**src/expander_map.svh**
```systemverilog
`ifndef EXPANDER_MAP_SVH
`define EXPANDER_MAP_SVH

// Fixed upper four target address bits, strap pins give the rest
`define TARGET_ADDR_HI  4'h4
// Position of the read/write bit in the address byte
`define RW_BIT          0
// Bits per byte on the bus
`define BYTE_BITS       4'h8

// Register codes taken from the low three command bits
`define CMD_INPUT0      3'h0
`define CMD_INPUT1      3'h1
`define CMD_DRIVE0      3'h2
`define CMD_DRIVE1      3'h3
`define CMD_INVERT0     3'h4
`define CMD_INVERT1     3'h5
`define CMD_DIR0        3'h6
`define CMD_DIR1        3'h7

// Register pair codes in command bits 2..1
`define PAIR_INPUT      2'h0
`define PAIR_DRIVE      2'h1
`define PAIR_INVERT     2'h2
`define PAIR_DIR        2'h3

// Reset values
`define RST_DRIVE       8'hFF
`define RST_INVERT      8'h00
`define RST_DIR         8'hFF
`define RST_POINTER     8'h00
`define RST_LEVEL       16'h0000

`endif

```
**src/expander_pkg.sv**
```systemverilog
package expander_pkg;

    // Bus engine states
    typedef enum logic [2:0] {
        ST_IDLE = 3'b000,
        ST_ADDR = 3'b001,
        ST_RX   = 3'b010,
        ST_ACK  = 3'b011,
        ST_TX   = 3'b100,
        ST_MACK = 3'b101,
        ST_WAIT = 3'b110
    } bus_state_t;

    // Per-port software settings
    typedef struct packed {
        logic [7:0] drive;
        logic [7:0] invert;
        logic [7:0] direction;
    } port_cfg_t;

endpackage : expander_pkg

```
**src/i2c_io_expander_regs.sv**
```systemverilog
// Contract
// RULE1: First byte after write address ack is stored as the command pointer.
// RULE2: Low three pointer bits select one of eight registers, codes 0 to 7.
// RULE3: Master sends command bytes only in write transfers, never in reads.
// RULE4: Pointer is kept across reads; only a new command byte or a repeated start changes it.
// RULE5: Input register reads return sampled pin levels whatever the direction.
// RULE6: Writes to input registers at codes 0 and 1 are dropped.
// RULE7: Drive registers reset to all ones and read back the stored flops.
// RULE8: A drive bit reaches its pin only while that pin is an output.
// RULE9: Inversion registers reset to zero; a one inverts that input bit.
// RULE10: Direction registers reset to ones; one is input, zero is output.
// RULE11: Write: address with bit 0, command byte, then data to selected register.
// RULE12: Each written data byte moves the target to the other pair register.
// RULE13: Any number of data bytes is accepted within one write.
// RULE14: Read: write address, command, repeated start, address with bit 1.
// RULE15: Repeated start overwrites the pointer with the register being accessed.
// RULE16: Each further read byte comes from the other register of the pair.
// RULE17: Pin levels are captured on the rising clock edge of the ack bit.
// RULE18: Master may read any count and answers the last byte with nack.
// RULE19: A stop may come anytime; data of the latest ack phase stays valid.
// RULE20: Target address is 0100 plus strap pins, last bit selects read.
// RULE21: Reading one port clears only that port's change indication.
// RULE22: Command bits 7 to 3 are ignored; only low three select a register.
`timescale 1ns/1ps
`include "expander_map.svh"

module i2c_io_expander_regs (
    input  wire logic        clk,
    input  wire logic        rstn,
    input  wire logic        scl_in,
    input  wire logic        sda_in,
    output logic             sda_out,
    output logic             sda_oe,
    input  wire logic [2:0]  addr_strap,
    input  wire logic [15:0] pin_in,
    output logic      [15:0] pin_out,
    output logic      [15:0] pin_oe,
    output logic             irq_out,
    output logic             irq_oe
);

    ////////////////////////////////////////////////////////////////////////
    // Declarations
    expander_pkg::bus_state_t        state;
    expander_pkg::port_cfg_t [1:0]   cfg;
    logic                  scl_s1;
    logic                  scl_s2;
    logic                  scl_d;
    logic                  sda_s1;
    logic                  sda_s2;
    logic                  sda_d;
    logic [2:0]            strap_s1;
    logic [2:0]            strap_s2;
    logic [15:0]           pin_s1;
    logic [15:0]           pin_s2;
    logic [3:0]            bitcnt;
    logic [7:0]            shreg;
    logic                  rw;
    logic                  first;
    logic [2:0]            cur;
    logic [7:0]            pointer;
    logic [15:0]           in_level;
    logic [15:0]           base;
    logic                  scl_rise;
    logic                  scl_fall;
    logic                  bus_start;
    logic                  bus_stop;
    logic                  restart;
    logic                  byte_end;
    logic                  addr_hit;
    logic                  addr_take;
    logic                  cmd_take;
    logic                  wr_data;
    logic                  ack_rise;
    logic                  mack_rise;
    logic [7:0]            tx_byte;
    logic [15:0]           inv_bits;
    logic [15:0]           dir_bits;
    logic [1:0]            pending;

    ////////////////////////////////////////////////////////////////////////
    // Register read mux
    function automatic logic [7:0] read_byte(input logic [2:0] sel);
        logic [7:0] v;
        v = 8'h00;
        case (sel[2:1])
            `PAIR_INPUT:  v = sel[0] ? in_level[15:8] : in_level[7:0];   // [RULE5]
            `PAIR_DRIVE:  v = cfg[sel[0]].drive;                        // [RULE7]
            `PAIR_INVERT: v = cfg[sel[0]].invert;
            default:      v = cfg[sel[0]].direction;
        endcase
        return v;
    endfunction : read_byte

    ////////////////////////////////////////////////////////////////////////
    // Two-flop synchronisers and a delay stage for edge detection
    always_ff @(posedge clk) begin
        if (!rstn) begin
            scl_s1   <= 1'b1;
            scl_s2   <= 1'b1;
            scl_d    <= 1'b1;
            sda_s1   <= 1'b1;
            sda_s2   <= 1'b1;
            sda_d    <= 1'b1;
            strap_s1 <= 3'h0;
            strap_s2 <= 3'h0;
            pin_s1   <= 16'h0000;
            pin_s2   <= 16'h0000;
        end else begin
            scl_s1   <= scl_in;
            scl_s2   <= scl_s1;
            scl_d    <= scl_s2;
            sda_s1   <= sda_in;
            sda_s2   <= sda_s1;
            sda_d    <= sda_s2;
            strap_s1 <= addr_strap;
            strap_s2 <= strap_s1;
            pin_s1   <= pin_in;
            pin_s2   <= pin_s1;
        end
    end

    // Bus events
    assign scl_rise  = scl_s2 & ~scl_d;
    assign scl_fall  = ~scl_s2 & scl_d;
    assign bus_start = scl_s2 & scl_d & sda_d & ~sda_s2;
    assign bus_stop  = scl_s2 & scl_d & ~sda_d & sda_s2;
    assign restart   = bus_start && (state != expander_pkg::ST_IDLE);
    assign byte_end  = scl_fall && (bitcnt == `BYTE_BITS);
    assign addr_hit  = (shreg[7:1] == {`TARGET_ADDR_HI, strap_s2});           // [RULE20]
    assign addr_take = (state == expander_pkg::ST_ADDR) && byte_end && addr_hit;
    assign cmd_take  = (state == expander_pkg::ST_RX) && byte_end && first;
    assign wr_data   = (state == expander_pkg::ST_RX) && byte_end && !first;
    assign ack_rise  = scl_rise && ((state == expander_pkg::ST_ACK) ||
                                    (state == expander_pkg::ST_MACK));
    assign mack_rise = scl_rise && (state == expander_pkg::ST_MACK);

    // Byte to send, follows every register that the mux reads
    always_comb begin
        tx_byte = read_byte(cur);
    end

    ////////////////////////////////////////////////////////////////////////
    // Bus engine: bit shifting, acks and byte sequencing
    always_ff @(posedge clk) begin
        if (!rstn) begin
            state  <= expander_pkg::ST_IDLE;
            bitcnt <= 4'h0;
            shreg  <= 8'h00;
            rw     <= 1'b0;
            first  <= 1'b0;
            sda_oe <= 1'b0;
        end else if (bus_start) begin
            state  <= expander_pkg::ST_ADDR;
            bitcnt <= 4'h0;
            sda_oe <= 1'b0;
        end else if (bus_stop) begin
            state  <= expander_pkg::ST_IDLE;                                  // [RULE19]
            sda_oe <= 1'b0;
        end else begin
            case (state)
                expander_pkg::ST_ADDR, expander_pkg::ST_RX: begin
                    if (scl_rise) begin
                        shreg  <= {shreg[6:0], sda_s2};
                        bitcnt <= bitcnt + 4'h1;
                    end else if (byte_end) begin
                        if (state == expander_pkg::ST_RX || addr_hit) begin
                            state  <= expander_pkg::ST_ACK;                   // [RULE13]
                            sda_oe <= 1'b1;
                        end else begin
                            state  <= expander_pkg::ST_IDLE;
                        end
                        if (state == expander_pkg::ST_ADDR) begin
                            rw    <= shreg[`RW_BIT];                          // [RULE11]
                            first <= ~shreg[`RW_BIT];                         // [RULE3]
                        end else begin
                            first <= 1'b0;
                        end
                    end
                end
                expander_pkg::ST_ACK: begin
                    if (scl_fall) begin
                        if (rw) begin
                            state  <= expander_pkg::ST_TX;                    // [RULE14]
                            sda_oe <= ~tx_byte[7];
                            shreg  <= {tx_byte[6:0], 1'b0};
                            bitcnt <= 4'h1;
                        end else begin
                            state  <= expander_pkg::ST_RX;
                            sda_oe <= 1'b0;
                            bitcnt <= 4'h0;
                        end
                    end
                end
                expander_pkg::ST_TX: begin
                    if (scl_fall) begin
                        if (bitcnt == `BYTE_BITS) begin
                            state  <= expander_pkg::ST_MACK;
                            sda_oe <= 1'b0;
                        end else begin
                            sda_oe <= ~shreg[7];
                            shreg  <= {shreg[6:0], 1'b0};
                            bitcnt <= bitcnt + 4'h1;
                        end
                    end
                end
                expander_pkg::ST_MACK: begin
                    if (scl_rise && sda_s2) begin
                        state <= expander_pkg::ST_WAIT;                       // [RULE18]
                    end else if (scl_fall) begin
                        state  <= expander_pkg::ST_TX;
                        sda_oe <= ~tx_byte[7];
                        shreg  <= {tx_byte[6:0], 1'b0};
                        bitcnt <= 4'h1;
                    end
                end
                default: begin
                    sda_oe <= 1'b0;
                end
            endcase
        end
    end

    assign sda_out = 1'b0;

    ////////////////////////////////////////////////////////////////////////
    // Command pointer and current register select
    always_ff @(posedge clk) begin
        if (!rstn) begin
            pointer <= `RST_POINTER;
            cur     <= `CMD_INPUT0;
        end else if (restart) begin
            pointer <= {5'h00, cur};                                          // [RULE15]
        end else if (cmd_take) begin
            pointer <= shreg;                                                 // [RULE1]
            cur     <= shreg[2:0];                                            // [RULE22]
        end else if (wr_data) begin
            cur     <= cur ^ 3'h1;                                            // [RULE12]
        end else if (addr_take && shreg[`RW_BIT]) begin
            cur     <= pointer[2:0];                                          // [RULE4]
        end else if (mack_rise && !sda_s2) begin
            cur     <= cur ^ 3'h1;                                            // [RULE16]
        end
    end

    ////////////////////////////////////////////////////////////////////////
    // Settings registers written by data bytes
    always_ff @(posedge clk) begin
        if (!rstn) begin
            for (int p = 0; p < 2; p++) begin
                cfg[p].drive     <= `RST_DRIVE;                               // [RULE7]
                cfg[p].invert    <= `RST_INVERT;                              // [RULE9]
                cfg[p].direction <= `RST_DIR;                                 // [RULE10]
            end
        end else if (wr_data) begin
            if (cur[2:1] == `PAIR_DRIVE) begin                                // [RULE2]
                cfg[cur[0]].drive <= shreg;
            end else if (cur[2:1] == `PAIR_INVERT) begin
                cfg[cur[0]].invert <= shreg;
            end else if (cur[2:1] == `PAIR_DIR) begin
                cfg[cur[0]].direction <= shreg;
            end                                                               // [RULE6]
        end
    end

    ////////////////////////////////////////////////////////////////////////
    // Pin drivers per port
    genvar g;
    generate
        for (g = 0; g < 2; g++) begin : g_port
            assign pin_out[8*g +: 8]  = cfg[g].drive;
            assign pin_oe[8*g +: 8]   = ~cfg[g].direction;                    // [RULE8]
            assign inv_bits[8*g +: 8] = cfg[g].invert;
            assign dir_bits[8*g +: 8] = cfg[g].direction;
        end
    endgenerate

    ////////////////////////////////////////////////////////////////////////
    // Input level capture at the ack clock rise
    always_ff @(posedge clk) begin
        if (!rstn) begin
            in_level <= `RST_LEVEL;
        end else if (ack_rise) begin
            in_level <= pin_s2 ^ inv_bits;                                    // [RULE17]
        end
    end

    ////////////////////////////////////////////////////////////////////////
    // Per-port change indication, cleared by reading that port
    always_ff @(posedge clk) begin
        if (!rstn) begin
            base <= `RST_LEVEL;
        end else if (mack_rise && (cur[2:1] == `PAIR_INPUT)) begin
            if (cur[0]) begin
                base[15:8] <= pin_s2[15:8];                                   // [RULE21]
            end else begin
                base[7:0]  <= pin_s2[7:0];
            end
        end
    end

    assign pending[0] = |((pin_s2[7:0] ^ base[7:0]) & dir_bits[7:0]);
    assign pending[1] = |((pin_s2[15:8] ^ base[15:8]) & dir_bits[15:8]);

    // Open-drain change output
    always_ff @(posedge clk) begin
        if (!rstn) begin
            irq_oe <= 1'b0;
        end else begin
            irq_oe <= |pending;
        end
    end

    assign irq_out = 1'b0;
endmodule : i2c_io_expander_regs

```
**config.mk**
```make
export PLATFORM = sky130hd
export DESIGN_NAME = i2c_io_expander_regs
export DESIGN_NICKNAME = d
export VERILOG_FILES = /design/src/expander_pkg.sv /design/src/i2c_io_expander_regs.sv
export VERILOG_INCLUDE_DIRS = /design/src /design/src/src
export SDC_FILE = /design/constraint.sdc
export NUM_CORES = 1
export LEC_CHECK = 0
export BUFFER_PORTS_ARGS = -buffer_cell sky130_fd_sc_hd__clkbuf_2
export CORE_MARGIN = 1
export CORE_UTILIZATION = 35
export CTS_CLUSTER_SIZE = 10
export DETAILED_ROUTE_END_ITERATION = 8
export SLEW_MARGIN = 10
export SYNTH_ARGS = -nofsm -noshare
export SYNTH_HDL_FRONTEND = slang
export SYNTH_SLANG_ARGS = --single-unit
```
**constraint.sdc**
```tcl
create_clock -name clk -period 2.46 [get_ports clk]
set_clock_uncertainty 0.1 [all_clocks]
set_input_delay 0.246 -clock clk [delete_from_list [all_inputs] [get_ports clk]]
set_output_delay 0.246 -clock clk [all_outputs]
set_load 0.01 [all_outputs]
```
==> flow_summary_export.csv <==
group,metric,value,unit
timing,slew_headroom,52.8,%
drt,first_iter_violations,335,
synth,synth.distinct_cells,58,
worst_setup_path,r2r-end,"cur[0]$_SDFFE_PN0P_",
worst_setup_path,cp_max_fo,6,
power_and_ir_drop,power.density,645,mW/mm2
drt,vias_per_cell,4.86,
synth,syn_inst,719,
timing,finalCriticalPeriod,2.26,ns
timing,rsz0062_at_grt,"false",
cells_and_area,multi_input_area,0.00354,mm2
floorplanning,start_util,35.7,%
clock_network,clock-sinks,149,
synth,ys_seq_elements,149,
timing,slew_violations,0,
global_route,grt_usage,17.0,%
synth,seq_area_frac_synth,43.0,%
placed_design,port_buffers,56,
worst_setup_path,path_buf_inv,0,
drt,vias,5104,
cells_and_area,n_fill_cell,1891,
power_and_ir_drop,p_leak,3.80,nW
synth,ys_async_sr_fraction,0,%
worst_setup_path,crit_chain,"or4b_1 -> nor4_4 -> nand4_1 -> o21ai_1 -> a21oi_1",
timing,finalSetupViolations,0,
cells_and_area,seq_area,0.00298,mm2
synth,synth-compound-area-share,13.5,%
floorplanning,die_h,143,um
drt,wl_per_cell,15.4,um
worst_setup_path,cp-start-kind,"flip-flop",
min_path,min_path_cells,2,
clock_network,cts_buffer_depth,2,
drt,totalWireLength,16200,um
timing,max_freq,443,MHz
timing,setup_tns,0,ns
worst_setup_path,slowest_stage,"or4b_1",
clock_network,cts-buffers-inserted,17,
cells_and_area,final_cells,1051,
cells_and_area,layout-drive-gt1-share,18.2,%
global_route,antenna_found_initial,0,
synth,synth_fa_ha_area_share,1.55,%
drt,drcViolationCount,0,
clock_network,insertion_delay,0.43,ns
power_and_ir_drop,peakVddDrop,0.482,mV
synth,synth_area,0.00694,mm2
floorplanning,io-pin-count,59,
timing,worst_pin_slew,0.708,ns
status,status,"finished, final reports clean",
min_path,worstHoldEndpoint,"pin_out[14]$_SDFFE_PN1P_",
drt,dr.pass1.iters,4,
synth,synth_edf_count,0,
global_route,grt_pass1_vias,4766,
floorplanning,dieArea,0.0204,mm2
worst_setup_path,r2r-start,"shreg[4]$_SDFFE_PN0P_",
worst_setup_path,cp.arrival,2.46,ns
cells_and_area,nets,803,
global_route,grt_overflow,0,
synth,synth_simple_gate_area_share,18.8,%
cells_and_area,diodes,0,
worst_setup_path,criticalPathCategory,"flip-flop to flip-flop",
floorplanning,die_w,143,um
worst_setup_path,crit_required,2.66,ns
global_route,grt_pass1_wl,26400,um
placed_design,gp_congestion,0.789,
worst_setup_path,cpPeakStageDelay,0.64,ns
synth,synth_xor_area_share,4.67,%
clock_network,cts_root_buffer,"clkbuf_16",
clock_network,cts_tree,"yes",
clock_network,clkTransAtPathRegs,0.07,ns
synth,muxShareOfSynthArea,12.1,%
timing,post-route-period-util,91.7,%
placed_design,dp.cells,998,
drt,ant_nets,0,
global_route,grt_max_degree,107,
synth,synth_top_family_by_area,"simple AND/OR/NAND/NOR gates",
floorplanning,core_area,0.0195,mm2
run,cap_violations,0,
cells_and_area,final_common_cell,"dfxtp_1",
worst_setup_path,reg2reg_depth,5,
synth,ys.flop_type,"dfxtp_1",
worst_setup_path,critPathTopFamily,"simple AND/OR/NAND/NOR gates",
synth,syn_avg_cell_area,9.65,um2
synth,yosysWarningCount,0,
worst_setup_path,rrSetupSlack,0.20,ns
floorplanning,rows,51,
clock_network,htreeDepth,4,
min_path,hp-class,"input pin to flip-flop",
placed_design,dp_hpwl,11100,um
cells_and_area,syn_to_final_growth,18.6,%
cells_and_area,final_cell_mix,"dfxtp_1, nand2_1, mux2i_1",
timing,hold_violations,0,
worst_setup_path,critPathCaptureType,"flip-flop",
min_path,hp-start,"rstn",
routing by layer:
metal / vias up / global-route usage [%] / routed length (um)
li1: 2584 / - / -
met1: 2403 / 25.7 / 8780
met2: 108 / 24.0 / 6620
met3: 9 / 3.76 / 596
met4: 0 / 4.70 / 160
met5: - / 0 / 0
layout make-up:
type,count,share of cell area [%]
well taps,265,4.03
inverters,23,1.05
multi-input cells,483,43.0
repair buffers,99,8.15
clock buffers,17,5.17
flip-flops and latches,149,36.3
clock inverters,15,2.39
flip-flops by register name (all words and copies together) (netlist names), 3 cells and up:
name      cells
strap_s2      3
pin_s1       16
bitcnt        4
in_level     16
state         3
cur           3
pointer       3
pin_s2       16
cfg          32
strap_s1      3
shreg         8
pin_out      16
base         16
worst max path at each step:
stage / startpoint / end / slack, ns / cells after the start
final: shreg[4]$_SDFFE_PN0P_ / cur[0]$_SDFFE_PN0P_ / 0.20 / 5
after global routing: cur[1]$_SDFFE_PN0P_ / sda_oe$_SDFFE_PP0P_ / 0.12 / 6
after CTS: bitcnt[0]$_SDFFE_PP0P_ / cfg[2]$_SDFFE_PN1P_ / 0.11 / 7
after detailed placement: bitcnt[0]$_SDFFE_PP0P_ / cfg[2]$_SDFFE_PN1P_ / 0.13 / 7
after global placement: bitcnt[0]$_SDFFE_PP0P_ / cfg[7]$_SDFFE_PN1P_ / 0.17 / 7
after floorplan: bitcnt[0]$_SDFFE_PP0P_ / cfg[30]$_SDFFE_PN1P_ / 0.37 / 9
power by group:
group	internal [mW]	total [mW]	leakage, nW	switching [mW]
clock	1.40	2.66	0.302	1.27
combinational	0.0955	0.173	2.29	0.0776
sequential	2.45	2.47	1.21	0.0270
total	3.94	5.31	3.80	1.37
worst register-to-register path, cell delays in order, from the launching register on:
cell	delay [ns]
dfxtp_1	0.37
or4b_1	0.64
nor4_4	0.48
nand4_1	0.28
o21ai_1	0.21
a21oi_1	0.06
stage by stage:
stage	utilization [%]	setup WS (ns)	area [um2]	hold slack, ns	total power [mW]
CTS	42.3	0.115	8220	0.0981	5.36
global placement	38.0	0.166	7390	0.292	2.68
detailed placement	38.0	0.128	7390	0.292	2.68
floorplan	-	0.366	6950	0.247	2.63
finish	42.3	0.204	8230	0.110	5.31
global route	42.3	0.118	8230	0.114	5.50
repair_timing:
item	4_1_cts	5_1_grt
hold buffers	21	0
endpoints found under the setup margin	0	8
hold endpoints to repair	21	0
setup buffers	0	0
gates resized for setup	0	2
kinds of logic after synthesis:
| family | Yosys count |
|---|---|
| DFF | 149 |
| other | 1 |
| muxes | 81 |
| AOI/OAI and AO/OA | 125 |
| buffers and inverters | 88 |
| adders and majority gates | 9 |
| and+or+nand+nor | 229 |
| xor gates and xnor gates | 37 |
cell usage after synthesis (all sizes together), types with 4 or more instances:
| master | n | share of area [%] |
|---|---|---|
| nand3 | 11 | 0.79 |
| inv | 23 | 1.2 |
| o211ai | 26 | 2.8 |
| buf | 36 | 3.5 |
| o22ai | 10 | 0.90 |
| mux2 | 25 | 4.1 |
| a22oi | 10 | 1.1 |
| xor2 | 4 | 0.50 |
| a31oi | 5 | 0.54 |
| o21ai | 15 | 1.1 |
| a22o | 7 | 0.88 |
| nor3 | 6 | 0.43 |
| nor2b | 45 | 4.1 |
| dfxtp | 149 | 43 |
| a21oi | 13 | 0.94 |
| nand4b | 4 | 0.50 |
| mux2i | 56 | 8.1 |
| and2 | 41 | 3.7 |
| xnor2 | 33 | 4.2 |
| clkbuf | 29 | 1.6 |
| o211a | 23 | 3.3 |
| nor4 | 4 | 0.58 |
| a21boi | 5 | 0.54 |
| nor2 | 10 | 0.54 |
| nand2 | 66 | 3.6 |
| ha | 7 | 1.3 |
| nand2b | 19 | 1.7 |
No activity file was read; power rests on OpenSTA's default activity.
